<file path="src/core/line_loop_defs.svh">
`ifndef LINE_LOOP_DEFS_SVH
`define LINE_LOOP_DEFS_SVH
// Byte offsets of the registers on the bus.
`define OFS_CONTROL    8'h00
`define OFS_STATUS     8'h04
`define OFS_IRQ_STATUS 8'h08
`define OFS_IRQ_MASK   8'h0C
// Status and interrupt bit positions.
`define BIT_PATTERN_LOCK 0
`define BIT_SIGNAL_LOSS  1
`define BIT_LOOP_CODE    3
// Control register fields.
`define BIT_MODE_LO      0
`define BIT_MODE_HI      1
`define BIT_SINGLE_RAIL  2
`define CONTROL_RESET    8'h00
`define MASK_RESET       8'h00
`define STATUS_USED      8'h0B
// Persistence interval.
`define HOLD_TIME_S      5
`define CLOCK_HZ         200000000
`define HOLD_CYCLES      (`HOLD_TIME_S * `CLOCK_HZ)
`define CODE_UP          5'h01
`define CODE_DOWN        3'h1
`endif

</file>
<file path="src/core/line_loop_pkg.sv">
package line_loop_pkg;
  typedef enum logic [1:0] {
    WATCH_IDLE = 2'b00,
    WATCH_UP   = 2'b01,
    WATCH_DOWN = 2'b10
  } watch_type;
endpackage

</file>
<file path="src/core/pattern_watch.sv">
`timescale 1ns/1ps
`default_nettype none
// Tracks whether the last bits form a repeating code of the given period.
module pattern_watch (
  input  wire logic       clk,
  input  wire logic       reset,
  input  wire logic       bitValid,
  input  wire logic       rxBit,
  input  wire logic       lookDown,
  output logic            upSeen,
  output logic            downSeen
);
  typedef struct packed {
    logic [9:0] hist;
    logic [3:0] fill;
    logic       up;
    logic       down;
  } watch_state_type;

  watch_state_type s_q;
  watch_state_type s_d;

  // Match any rotation of the code, since alignment to the line is unknown.
  function automatic logic rot5(input logic [4:0] w);
    rot5 = (w == 5'h01) || (w == 5'h02) || (w == 5'h04) || (w == 5'h08) || (w == 5'h10);
  endfunction

  function automatic logic rot3(input logic [2:0] w);
    rot3 = (w == 3'h1) || (w == 3'h2) || (w == 3'h4);
  endfunction

  always_comb begin
    s_d = s_q;
    if (bitValid) begin
      s_d.hist = {s_q.hist[8:0], rxBit};
      if (s_q.fill != 4'hA) begin
        s_d.fill = s_q.fill + 4'h1;
      end
      // A code holds when the window is periodic and one rotation matches.
      s_d.up = (s_q.fill >= 4'h9) && rot5(s_d.hist[4:0]) && (s_d.hist[9:5] == s_d.hist[4:0]);
      s_d.down = (s_q.fill >= 4'h5) && rot3(s_d.hist[2:0]) && (s_d.hist[5:3] == s_d.hist[2:0]);
    end
    if (lookDown) begin
      s_d.up = 1'b0;
    end
  end

  always_ff @(posedge clk or posedge reset) begin
    if (reset) begin
      s_q <= '0;
    end else begin
      s_q <= s_d;
    end
  end

  assign upSeen   = s_q.up;
  assign downSeen = s_q.down;
endmodule
`default_nettype wire

</file>
<file path="src/core/line_loop_code_status.sv">
`timescale 1ns/1ps
`include "line_loop_defs.svh"
`default_nettype none
// How it works
// Automatic mode clears flag, watches loop-up.
// Loop-up held over five seconds sets flag.
// Flag set activates loopback, watches loop-down.
// Flag stays set while loopback active.
// Loop-down 001 over five seconds releases loopback.
// Loop-down clears flag, may raise interrupt.
// Status bit 2 reads zero.
// Status bit 1 shows loss of signal.
// Loss-of-signal transitions interrupt when enabled.
// Status bit 0 shows pattern lock.
// Pattern-lock transitions interrupt when enabled.
// Status registers work only in single rail.
// Software also sets framer single rail.
// Loop-up code is repeating 00001.
// Loop-code flag transitions interrupt when enabled.
// Line-clock counter restarts when pattern lost; the counter here counts clk cycles, not line bits.
module line_loop_code_status #(
  parameter longint HoldCycles = `HOLD_CYCLES
) (
  input  wire logic        clk,
  input  wire logic        reset,
  input  wire logic        rxValid,
  input  wire logic        rxBit,
  input  wire logic        signalLoss,
  input  wire logic        patternLock,
  input  wire logic        hsel,
  input  wire logic [7:0]  haddr,
  input  wire logic [1:0]  htrans,
  input  wire logic        hwrite,
  input  wire logic [2:0]  hsize,
  input  wire logic [31:0] hwdata,
  input  wire logic        hready,
  output logic      [31:0] hrdata,
  output logic             hreadyout,
  output logic             hresp,
  output logic             remoteLoopback,
  output logic             irq
);
  typedef struct packed {
    line_loop_pkg::watch_type mode;
    logic [31:0] count;
    logic        loopFlag;
    logic        loopback;
    logic        lossQ;
    logic        lockQ;
    logic [7:0]  control;
    logic [7:0]  irqStatus;
    logic [7:0]  irqMask;
    logic        wrPend;
    logic [7:0]  wrAddr;
    logic [31:0] rdata;
    logic        irqOut;
  } top_state_type;

  top_state_type s_q;
  top_state_type s_d;
  logic          upSeen;
  logic          downSeen;
  logic          autoMode;
  logic          singleRail;
  logic          held;
  logic [7:0]    statusWord;
  logic [7:0]    events;
  logic [7:0]    clearBits;
  logic          addrPhase;

  pattern_watch watch (
    .clk      (clk),
    .reset    (reset),
    .bitValid (rxValid),
    .rxBit    (rxBit),
    .lookDown (s_q.mode == line_loop_pkg::WATCH_DOWN),
    .upSeen   (upSeen),
    .downSeen (downSeen)
  );

  function automatic logic [31:0] readMux(input logic [7:0] a, input logic [7:0] ctl,
                                          input logic [7:0] st, input logic [7:0] is,
                                          input logic [7:0] im);
    case (a)
      `OFS_CONTROL:    readMux = {24'h000000, ctl};
      `OFS_STATUS:     readMux = {24'h000000, st};
      `OFS_IRQ_STATUS: readMux = {24'h000000, is};
      `OFS_IRQ_MASK:   readMux = {24'h000000, im};
      default:         readMux = 32'h00000000;
    endcase
  endfunction

  // Counted in clock cycles; a bit that breaks the awaited code starts the interval over.
  // The count stops at its top so that a very long hold can never wrap and look short.
  function automatic logic [31:0] persistCount(input logic        valid,
                                               input logic        seen,
                                               input logic [31:0] cnt);
    if (valid && !seen) begin
      persistCount = 32'h00000000;
    end else if (cnt == 32'hFFFFFFFF) begin
      persistCount = cnt;
    end else begin
      persistCount = cnt + 32'h00000001;
    end
  endfunction

  function automatic logic toggled(input logic nxt, input logic cur);
    toggled = (nxt != cur);
  endfunction

  // A new event in the same cycle as a software clear keeps its bit set.
  function automatic logic [7:0] w1c(input logic [7:0] cur,
                                     input logic [7:0] clr,
                                     input logic [7:0] set);
    w1c = ((cur & ~clr) | set) & `STATUS_USED;
  endfunction

  always_comb begin
    autoMode   = s_q.control[`BIT_MODE_HI] && s_q.control[`BIT_MODE_LO];
    singleRail = s_q.control[`BIT_SINGLE_RAIL];
    held       = (s_q.count >= HoldCycles[31:0]);
    statusWord = 8'h00;
    // Bit 2 and the upper bits stay zero; outside single rail all read zero.
    if (singleRail) begin
      statusWord[`BIT_LOOP_CODE]    = s_q.loopFlag;
      statusWord[`BIT_SIGNAL_LOSS]  = s_q.lossQ;
      statusWord[`BIT_PATTERN_LOCK] = s_q.lockQ;
    end
    statusWord = statusWord & `STATUS_USED;
    addrPhase = hsel && hready && htrans[1];
    s_d = s_q;
    s_d.lossQ = signalLoss;
    s_d.lockQ = patternLock;

    case (s_q.mode)
      line_loop_pkg::WATCH_IDLE: begin
        s_d.count = 32'h00000000;
        if (autoMode) begin
          s_d.loopFlag = 1'b0;
          s_d.mode     = line_loop_pkg::WATCH_UP;
        end
      end
      line_loop_pkg::WATCH_UP: begin
        // Count only while the code persists, so a single bit error restarts the interval.
        s_d.count = persistCount(rxValid, upSeen, s_q.count);
        if (held && upSeen) begin
          s_d.loopFlag = 1'b1;
          s_d.loopback = 1'b1;
          s_d.mode     = line_loop_pkg::WATCH_DOWN;
          s_d.count    = 32'h00000000;
        end
      end
      line_loop_pkg::WATCH_DOWN: begin
        s_d.count = persistCount(rxValid, downSeen, s_q.count);
        if (held && downSeen) begin
          s_d.loopback = 1'b0;
          s_d.loopFlag = 1'b0;
          s_d.mode     = line_loop_pkg::WATCH_UP;
          s_d.count    = 32'h00000000;
        end
      end
      default: begin
        s_d.mode = line_loop_pkg::WATCH_IDLE;
      end
    endcase
    // Leaving automatic mode drops the loopback and returns to idle; the flag keeps its value.
    if (!autoMode) begin
      s_d.mode     = line_loop_pkg::WATCH_IDLE;
      s_d.loopback = 1'b0;
    end

    events = 8'h00;
    events[`BIT_LOOP_CODE]    = toggled(s_d.loopFlag, s_q.loopFlag);
    events[`BIT_SIGNAL_LOSS]  = toggled(s_d.lossQ, s_q.lossQ);
    events[`BIT_PATTERN_LOCK] = toggled(s_d.lockQ, s_q.lockQ);
    if (!singleRail) begin
      events = 8'h00;
    end

    clearBits = 8'h00;
    s_d.wrPend = addrPhase && hwrite;
    s_d.wrAddr = haddr;
    if (s_q.wrPend) begin
      case (s_q.wrAddr)
        `OFS_CONTROL:    s_d.control = hwdata[7:0];
        `OFS_IRQ_MASK:   s_d.irqMask = hwdata[7:0] & `STATUS_USED;
        `OFS_IRQ_STATUS: clearBits   = hwdata[7:0];
        default:         clearBits   = 8'h00;
      endcase
    end
    s_d.irqStatus = w1c(s_q.irqStatus, clearBits, events);
    if (addrPhase && !hwrite) begin
      s_d.rdata = readMux(haddr, s_d.control, statusWord, s_q.irqStatus, s_q.irqMask);
    end
    s_d.irqOut = |(s_d.irqStatus & s_d.irqMask);
  end

  always_ff @(posedge clk or posedge reset) begin
    if (reset) begin
      s_q         <= '0;
      s_q.mode    <= line_loop_pkg::WATCH_IDLE;
      s_q.control <= `CONTROL_RESET;
      s_q.irqMask <= `MASK_RESET;
    end else begin
      s_q <= s_d;
    end
  end

  assign hrdata         = s_q.rdata;
  assign hreadyout      = 1'b1;
  assign hresp          = 1'b0;
  assign remoteLoopback = s_q.loopback;
  assign irq            = s_q.irqOut;
endmodule
`default_nettype wire

</file>
<file path="config.mk">
export PLATFORM = sky130hd
export DESIGN_NAME = line_loop_code_status
export DESIGN_NICKNAME = d
export VERILOG_FILES = /design/src/core/line_loop_pkg.sv /design/src/core/pattern_watch.sv /design/src/core/line_loop_code_status.sv
export VERILOG_INCLUDE_DIRS = /design/src /design/src/core
export SDC_FILE = /design/constraint.sdc
export NUM_CORES = 1
export LEC_CHECK = 0
export BUFFER_PORTS_ARGS = -buffer_cell sky130_fd_sc_hd__buf_2
export CELL_PAD_IN_SITES_DETAIL_PLACEMENT = 1
export CELL_PAD_IN_SITES_GLOBAL_PLACEMENT = 2
export CORE_MARGIN = 1.5
export CORE_UTILIZATION = 37
export CTS_BUF_LIST = sky130_fd_sc_hd__clkbuf_4 sky130_fd_sc_hd__clkbuf_8 sky130_fd_sc_hd__clkbuf_16
export DETAILED_ROUTE_END_ITERATION = 6
export GPL_ROUTABILITY_DRIVEN = 0
export PLACE_DENSITY_LB_ADDON = 0.1
export SLEW_MARGIN = 10
export SYNTH_ARGS = -nofsm -noshare
export SYNTH_HDL_FRONTEND = slang
export SYNTH_HIERARCHICAL = 1
export SYNTH_SLANG_ARGS = --single-unit
export TNS_END_PERCENT = 5
</file>
<file path="constraint.sdc">
create_clock -name clk -period 5.6 [get_ports clk]
set_input_delay 0.84 -clock clk [delete_from_list [all_inputs] [get_ports clk]]
set_output_delay 0.84 -clock clk [all_outputs]
set_load 0.005 [all_outputs]
</file>
Word level (Yosys, flattened, before mapping)
Cells that the tools add are included.

Bitwise operators: 4. Reduce and logical (&&, ||, !) cells: 31. Multiplexer cells: 23. Eq/ne operators: 25. Add/subtract/negate cells: 2. Order comparisons: 3.

Operators by type and width (count): case mux 33 bit (3 select lines) (1); 2-to-1 mux 32 bit (3); 2-to-1 mux 36 bit (2); adder 32 x 1 -> 32 bit (second input constant) (1); == test 32 bit (second input constant) (1); == test 8 x 4 -> 1 bit (second input constant) (4); >= comparator 32 x 30 -> 1 bit (second input constant) (1); 2-to-1 mux 8 bit (4); case mux 8 bit (4 select lines) (1); logical NOT 8 bit (2); logical AND 1 bit (13); 2-to-1 mux 4 bit (3); bitwise AND 4 x 8 -> 8 bit (1); == test 8 x 3 -> 1 bit (second input constant) (1); OR reduction 8 bit (1); logical OR 1 bit (6); 2-to-1 mux 2 bit (3); inequality test 3 bit (second input constant) (2); case mux 2 bit (3 select lines) (1); == test 5 x 1 -> 1 bit (second input constant) (1); == test 5 x 2 -> 1 bit (second input constant) (1); == test 5 x 3 -> 1 bit (second input constant) (1); == test 5 x 4 -> 1 bit (second input constant) (1); == test 5 bit (1); 24 further kinds (32).

Output and inout bits: 36. Input bits: 54. Register bits after elaboration: 114.

Longest topological paths before layout
Depth in word-level cells: 10. Gate-level depth with buffers: 10.

Cells and area by module
Netlist, hierarchy kept.

By module, submodules not included: line_loop_code_status (cells an instance 437, seq. area each 1751.7 um^2, area each 4000.1 um^2, instances 1); pattern_watch (cells an instance 77, seq. area each 375.4 um^2, area each 852.1 um^2, instances 1).

Least setup slack after synthesis
OpenSTA, ideal clock, no wires.

Path type: input to register. From: input port rxValid. To: register s_q[100] (netlist bit). Data arrival time: 2.084 ns. Setup time: 0.082 ns. Slack: 3.434 ns. Data required time: 5.518 ns. Cell stages on the path: 8. Buffers on the path: 2. Cells stage by stage: nor2b_1 a2bb2oi_1 a211o_1 nand2_1 buf_2 clkbuf_1 o21ai_0 a31oi_1.

Cells in the longest elaborated chain, start to end: 4. Elaborated cells on any way between the ends: 7. Classes of those cells: mux: 5; reduce/logical: 2.

Ends and longest elaborated chain: start: declaration (line line_loop_code_status.sv:26) `input wire logic rxValid,`; logical AND 1 bit (line line_loop_code_status.sv:98) `if (valid && !seen) begin`; 2-to-1 mux 32 bit (line line_loop_code_status.sv:98); 2-to-1 mux 36 bit, on equally long branches (line line_loop_code_status.sv:155, line_loop_code_status.sv:146); case mux 33 bit (3 select lines) (*) (line line_loop_code_status.sv:135) `case (s_q.mode)`; end: declaration (line line_loop_code_status.sv:59) `top_state_type s_q;`.

Every way passes the cells marked *; elsewhere a longest branch is shown, timed or not. The select of a mux whose other input is x is not followed. A chain may end at the register's enable or synchronous reset.

Worst setup path after layout
From: register s_q[72] (netlist bit). To: register s_q[85] (netlist bit).

Cells in the longest elaborated chain, start to end: 5. Elaborated cells on any way between the ends: 11. Classes of those cells: add/sub: 1; order compare: 1; eq/ne: 1; mux: 6; reduce/logical: 2.

Ends and longest elaborated chain: adder 32 x 1 -> 32 bit or == test 32 bit (tied branches) (line line_loop_code_status.sv:103, line_loop_code_status.sv:100); 2-to-1 mux 32 bit (line line_loop_code_status.sv:100) `end else if (cnt == 32'hFFFFFFFF) begin`; 2-to-1 mux 32 bit (line line_loop_code_status.sv:98); 2-to-1 mux 36 bit, on equally long branches (line line_loop_code_status.sv:155, line_loop_code_status.sv:146); case mux 33 bit (3 select lines) (*) (line line_loop_code_status.sv:135).

Marks and branches as above.

==> flow_summary.json <==
{
  "path_max_fanout": 11,
  "via_count": 3768,
  "drtPass1Iterations": 4,
  "r2r_cells": 6,
  "synth_area_mm2": 0.00485,
  "cts_tree": "built",
  "cts_buffer_depth": 2,
  "worst_pin_slew_ns": 1.08,
  "synth_top_cell_area_share_pct": 43.8,
  "wl_per_cell_um": 16.2,
  "cts_resized": 0,
  "fp.dieH_um": 118,
  "slowest_stage": "a31oi_1",
  "finalSetupViolCount": 0,
  "worst-r2r-setup-slack_ns": 2.70,
  "peakVddDrop_uv": 145,
  "min_period_over_period_pct": 51.8,
  "cp_num_cells": 6,
  "synthToLayoutAreaGrowth_pct": 8.20,
  "slew_headroom_pct": 28.0,
  "core_area_mm2": 0.0127,
  "syn_inst": 514,
  "drt_iter0_markers": 197,
  "path_buf_inv": 0,
  "ant_nets": 0,
  "critPathMaxStageDelay_ns": 0.80,
  "grt_usage_pct": 17.4,
  "dieArea_mm2": 0.0138,
  "crit_arrival_ns": 3.13,
  "p_per_area_mw_per_mm2": 271,
  "place.port_buffers": 35,
  "async_reset_ff_share_pct": 100,
  "antennaDiodeCount": 0,
  "ys_seq_area_share_pct": 43.8,
  "synth_warnings": 6,
  "synth_top_cell_by_area": "dfrtp_1",
  "placed_cell_area_mm2": 0.00496,
  "whs_ns": 0.473,
  "cts_setup_buffers": 0,
  "finalSetupTns_ns": 0,
  "startpoint": "s_q[72]",
  "antenna_found_initial": 0,
  "synth_area_leaders": "dfrtp_1 44%, buf_4 5.7%, nand2_1 4.3%, mux2_2 3.9%, nand3_1 2.9%",
  "via_per_inst": 5.34,
  "chipWidth_um": 118,
  "nets": 588,
  "initial_core_util_pct": 38.1,
  "grt_pass1_wl_um": 19300,
  "rows": 41,
  "cp-start-kind": "flip-flop",
  "avgSynthCellArea_um2": 9.44,
  "grt_pass1_vias": 3799,
  "synth-edff-count": 0,
  "wl_um": 11500,
  "max_freq_mhz": 345,
  "min_path_type": "flip-flop to flip-flop",
  "fin_area_mm2": 0.00525,
  "crit_required_ns": 5.83,
  "slew_violations": 0,
  "cts.sink_count": 85,
  "p_leak_nw": 2.21,
  "grt_remaining_overflow": 0,
  "rsz0062_at_grt": "false",
  "cp_top_family": "simple AND/OR/NAND/NOR gates",
  "ctsHoldBuffers": 0,
  "clock_skew_ns": 0.00650,
  "final_hold_viol_count": 0,
  "numCtsBuffers": 9,
  "crit_chain": "nand4_4 -> or4_4 -> a31oi_1 -> nand4_1 -> and3_1 -> a211o_1",
  "drc": 0,
  "clkTransAtPathRegs_ns": 0.06,
  "io_pins": 90,
  "dp_hpwl_um": 7930,
  "ys_seq_elements": 85,
  "max_cap_violations": 0,
  "period_minus_slack_ns": 2.90,
  "worstSkewPairLatency_ns": 0.34,
  "cts-root-buf": "clkbuf_16",
  "endpoint": "s_q[85]",
  "endpoint_kind": "flip-flop",
  "ys_types": 69,
  "r2r-end": "s_q[85]",
  "grt_max_degree": 71,
  "cts_htree_levels": 3,
  "drive_gt1_share_pct": 16.3,
  "path_class": "flip-flop to flip-flop",
  "synthFlopType": "dfrtp_1",
  "r2r-start": "s_q[72]",
  "status": "finished, final reports clean"
}
Yosys cell counts (all sizes together), types with 11 or more instances:
cell type / instances
buf: 47
inv: 24
o21ai: 27
a31oi: 17
clkbuf: 11
dfrtp: 85
nand2: 56
a21oi: 22
nor2: 23
nand3: 28
nand4: 18
mux2: 17
through the flow:
| step | cells | util (%) | power (mW) | setup WS [ns] |
|---|---|---|---|---|
| 2_1_floorplan | 538 | - | 0.833 | 2.99 |
| 3_3_place_gp | 689 | 39.0 | 0.853 | 2.50 |
| 3_5_place_dp | 689 | 39.0 | 0.863 | 2.47 |
| 4_1_cts | 705 | 41.3 | 1.45 | 2.68 |
| 5_1_grt | 705 | 41.3 | 1.49 | 2.53 |
| 6_report | 705 | 41.3 | 1.42 | 2.70 |
placed cells by master, fill, tap and decap left out, types with 7 or more instances in the layout:
master	n
nand2_1	55
conb_1	26
nor3_1	10
buf_2	35
nor2_1	23
nand3_1	28
mux2i_1	9
inv_1	23
nor2b_1	7
nand4_1	16
a21oi_1	22
mux2_2	17
o21ai_0	26
clkbuf_16	9
dfrtp_1	85
a31oi_1	17
where the power goes:
group | total (mW) | internal, mW | switching [mW]
Combinational | 0.141 | 0.0711 | 0.0700
Sequential | 0.705 | 0.655 | 0.0501
Clock | 0.576 | 0.324 | 0.251
metal layers:
layer | GRT usage (%) | vias up | wire [um]
li1 | - | 1815 | -
met1 | 23.2 | 1890 | 5490
met2 | 28.4 | 55 | 5490
met3 | 3.68 | 8 | 381
met4 | 5.26 | 0 | 92
met5 | 0 | - | 0
sequential cells by signal, summed over array words and instances, names as in the netlist:
| name | cells |
|---|---|
| watch/upSeen | 1 |
| watch/downSeen | 1 |
| remoteLoopback | 1 |
| hrdata | 8 |
| watch/s_q | 13 |
| s_q | 60 |
| irq | 1 |
worst reg2reg max path: cells and delay by family (launching register included):
family | cells | cell delay (ns)
AND/OR/NAND/NOR | 4 | 1.23
AO/OA/AOI/OAI | 2 | 1.05
flip-flops | 1 | 0.49
logic make-up after synthesis:
logic type	count (synthesis)	share of synthesized area (%)
AND/OR/NAND/NOR	193	21.8
AO/OA/AOI/OAI	108	14.8
flip-flops	85	43.8
buffers and inverters	83	10.1
multiplexers	26	5.80
XOR/XNOR	11	1.99
adder cells (fa/ha/maj)	6	1.55
other	2	0.155
worst min-delay path by stage:
stage | startpoint | cells after the start | end
floorplan | s_q[62] | 2 | s_q[62]
detailed placement | s_q[64] | 2 | s_q[64]
CTS | s_q[64] | 2 | s_q[64]
finish | s_q[64] | 2 | s_q[64]
global route | s_q[64] | 2 | s_q[64]
global placement | s_q[62] | 2 | s_q[62]
area by class of cell:
type	count	area, um2
clock buffers	12	254
multi-input cells	370	2330
clock inverters	4	31.3
inverters	24	90.1
fillers	1496	7470
well taps	172	215
flip-flops and latches	85	2130
repair buffers	38	198
Note: power is estimated with default switching activity, not from simulation.
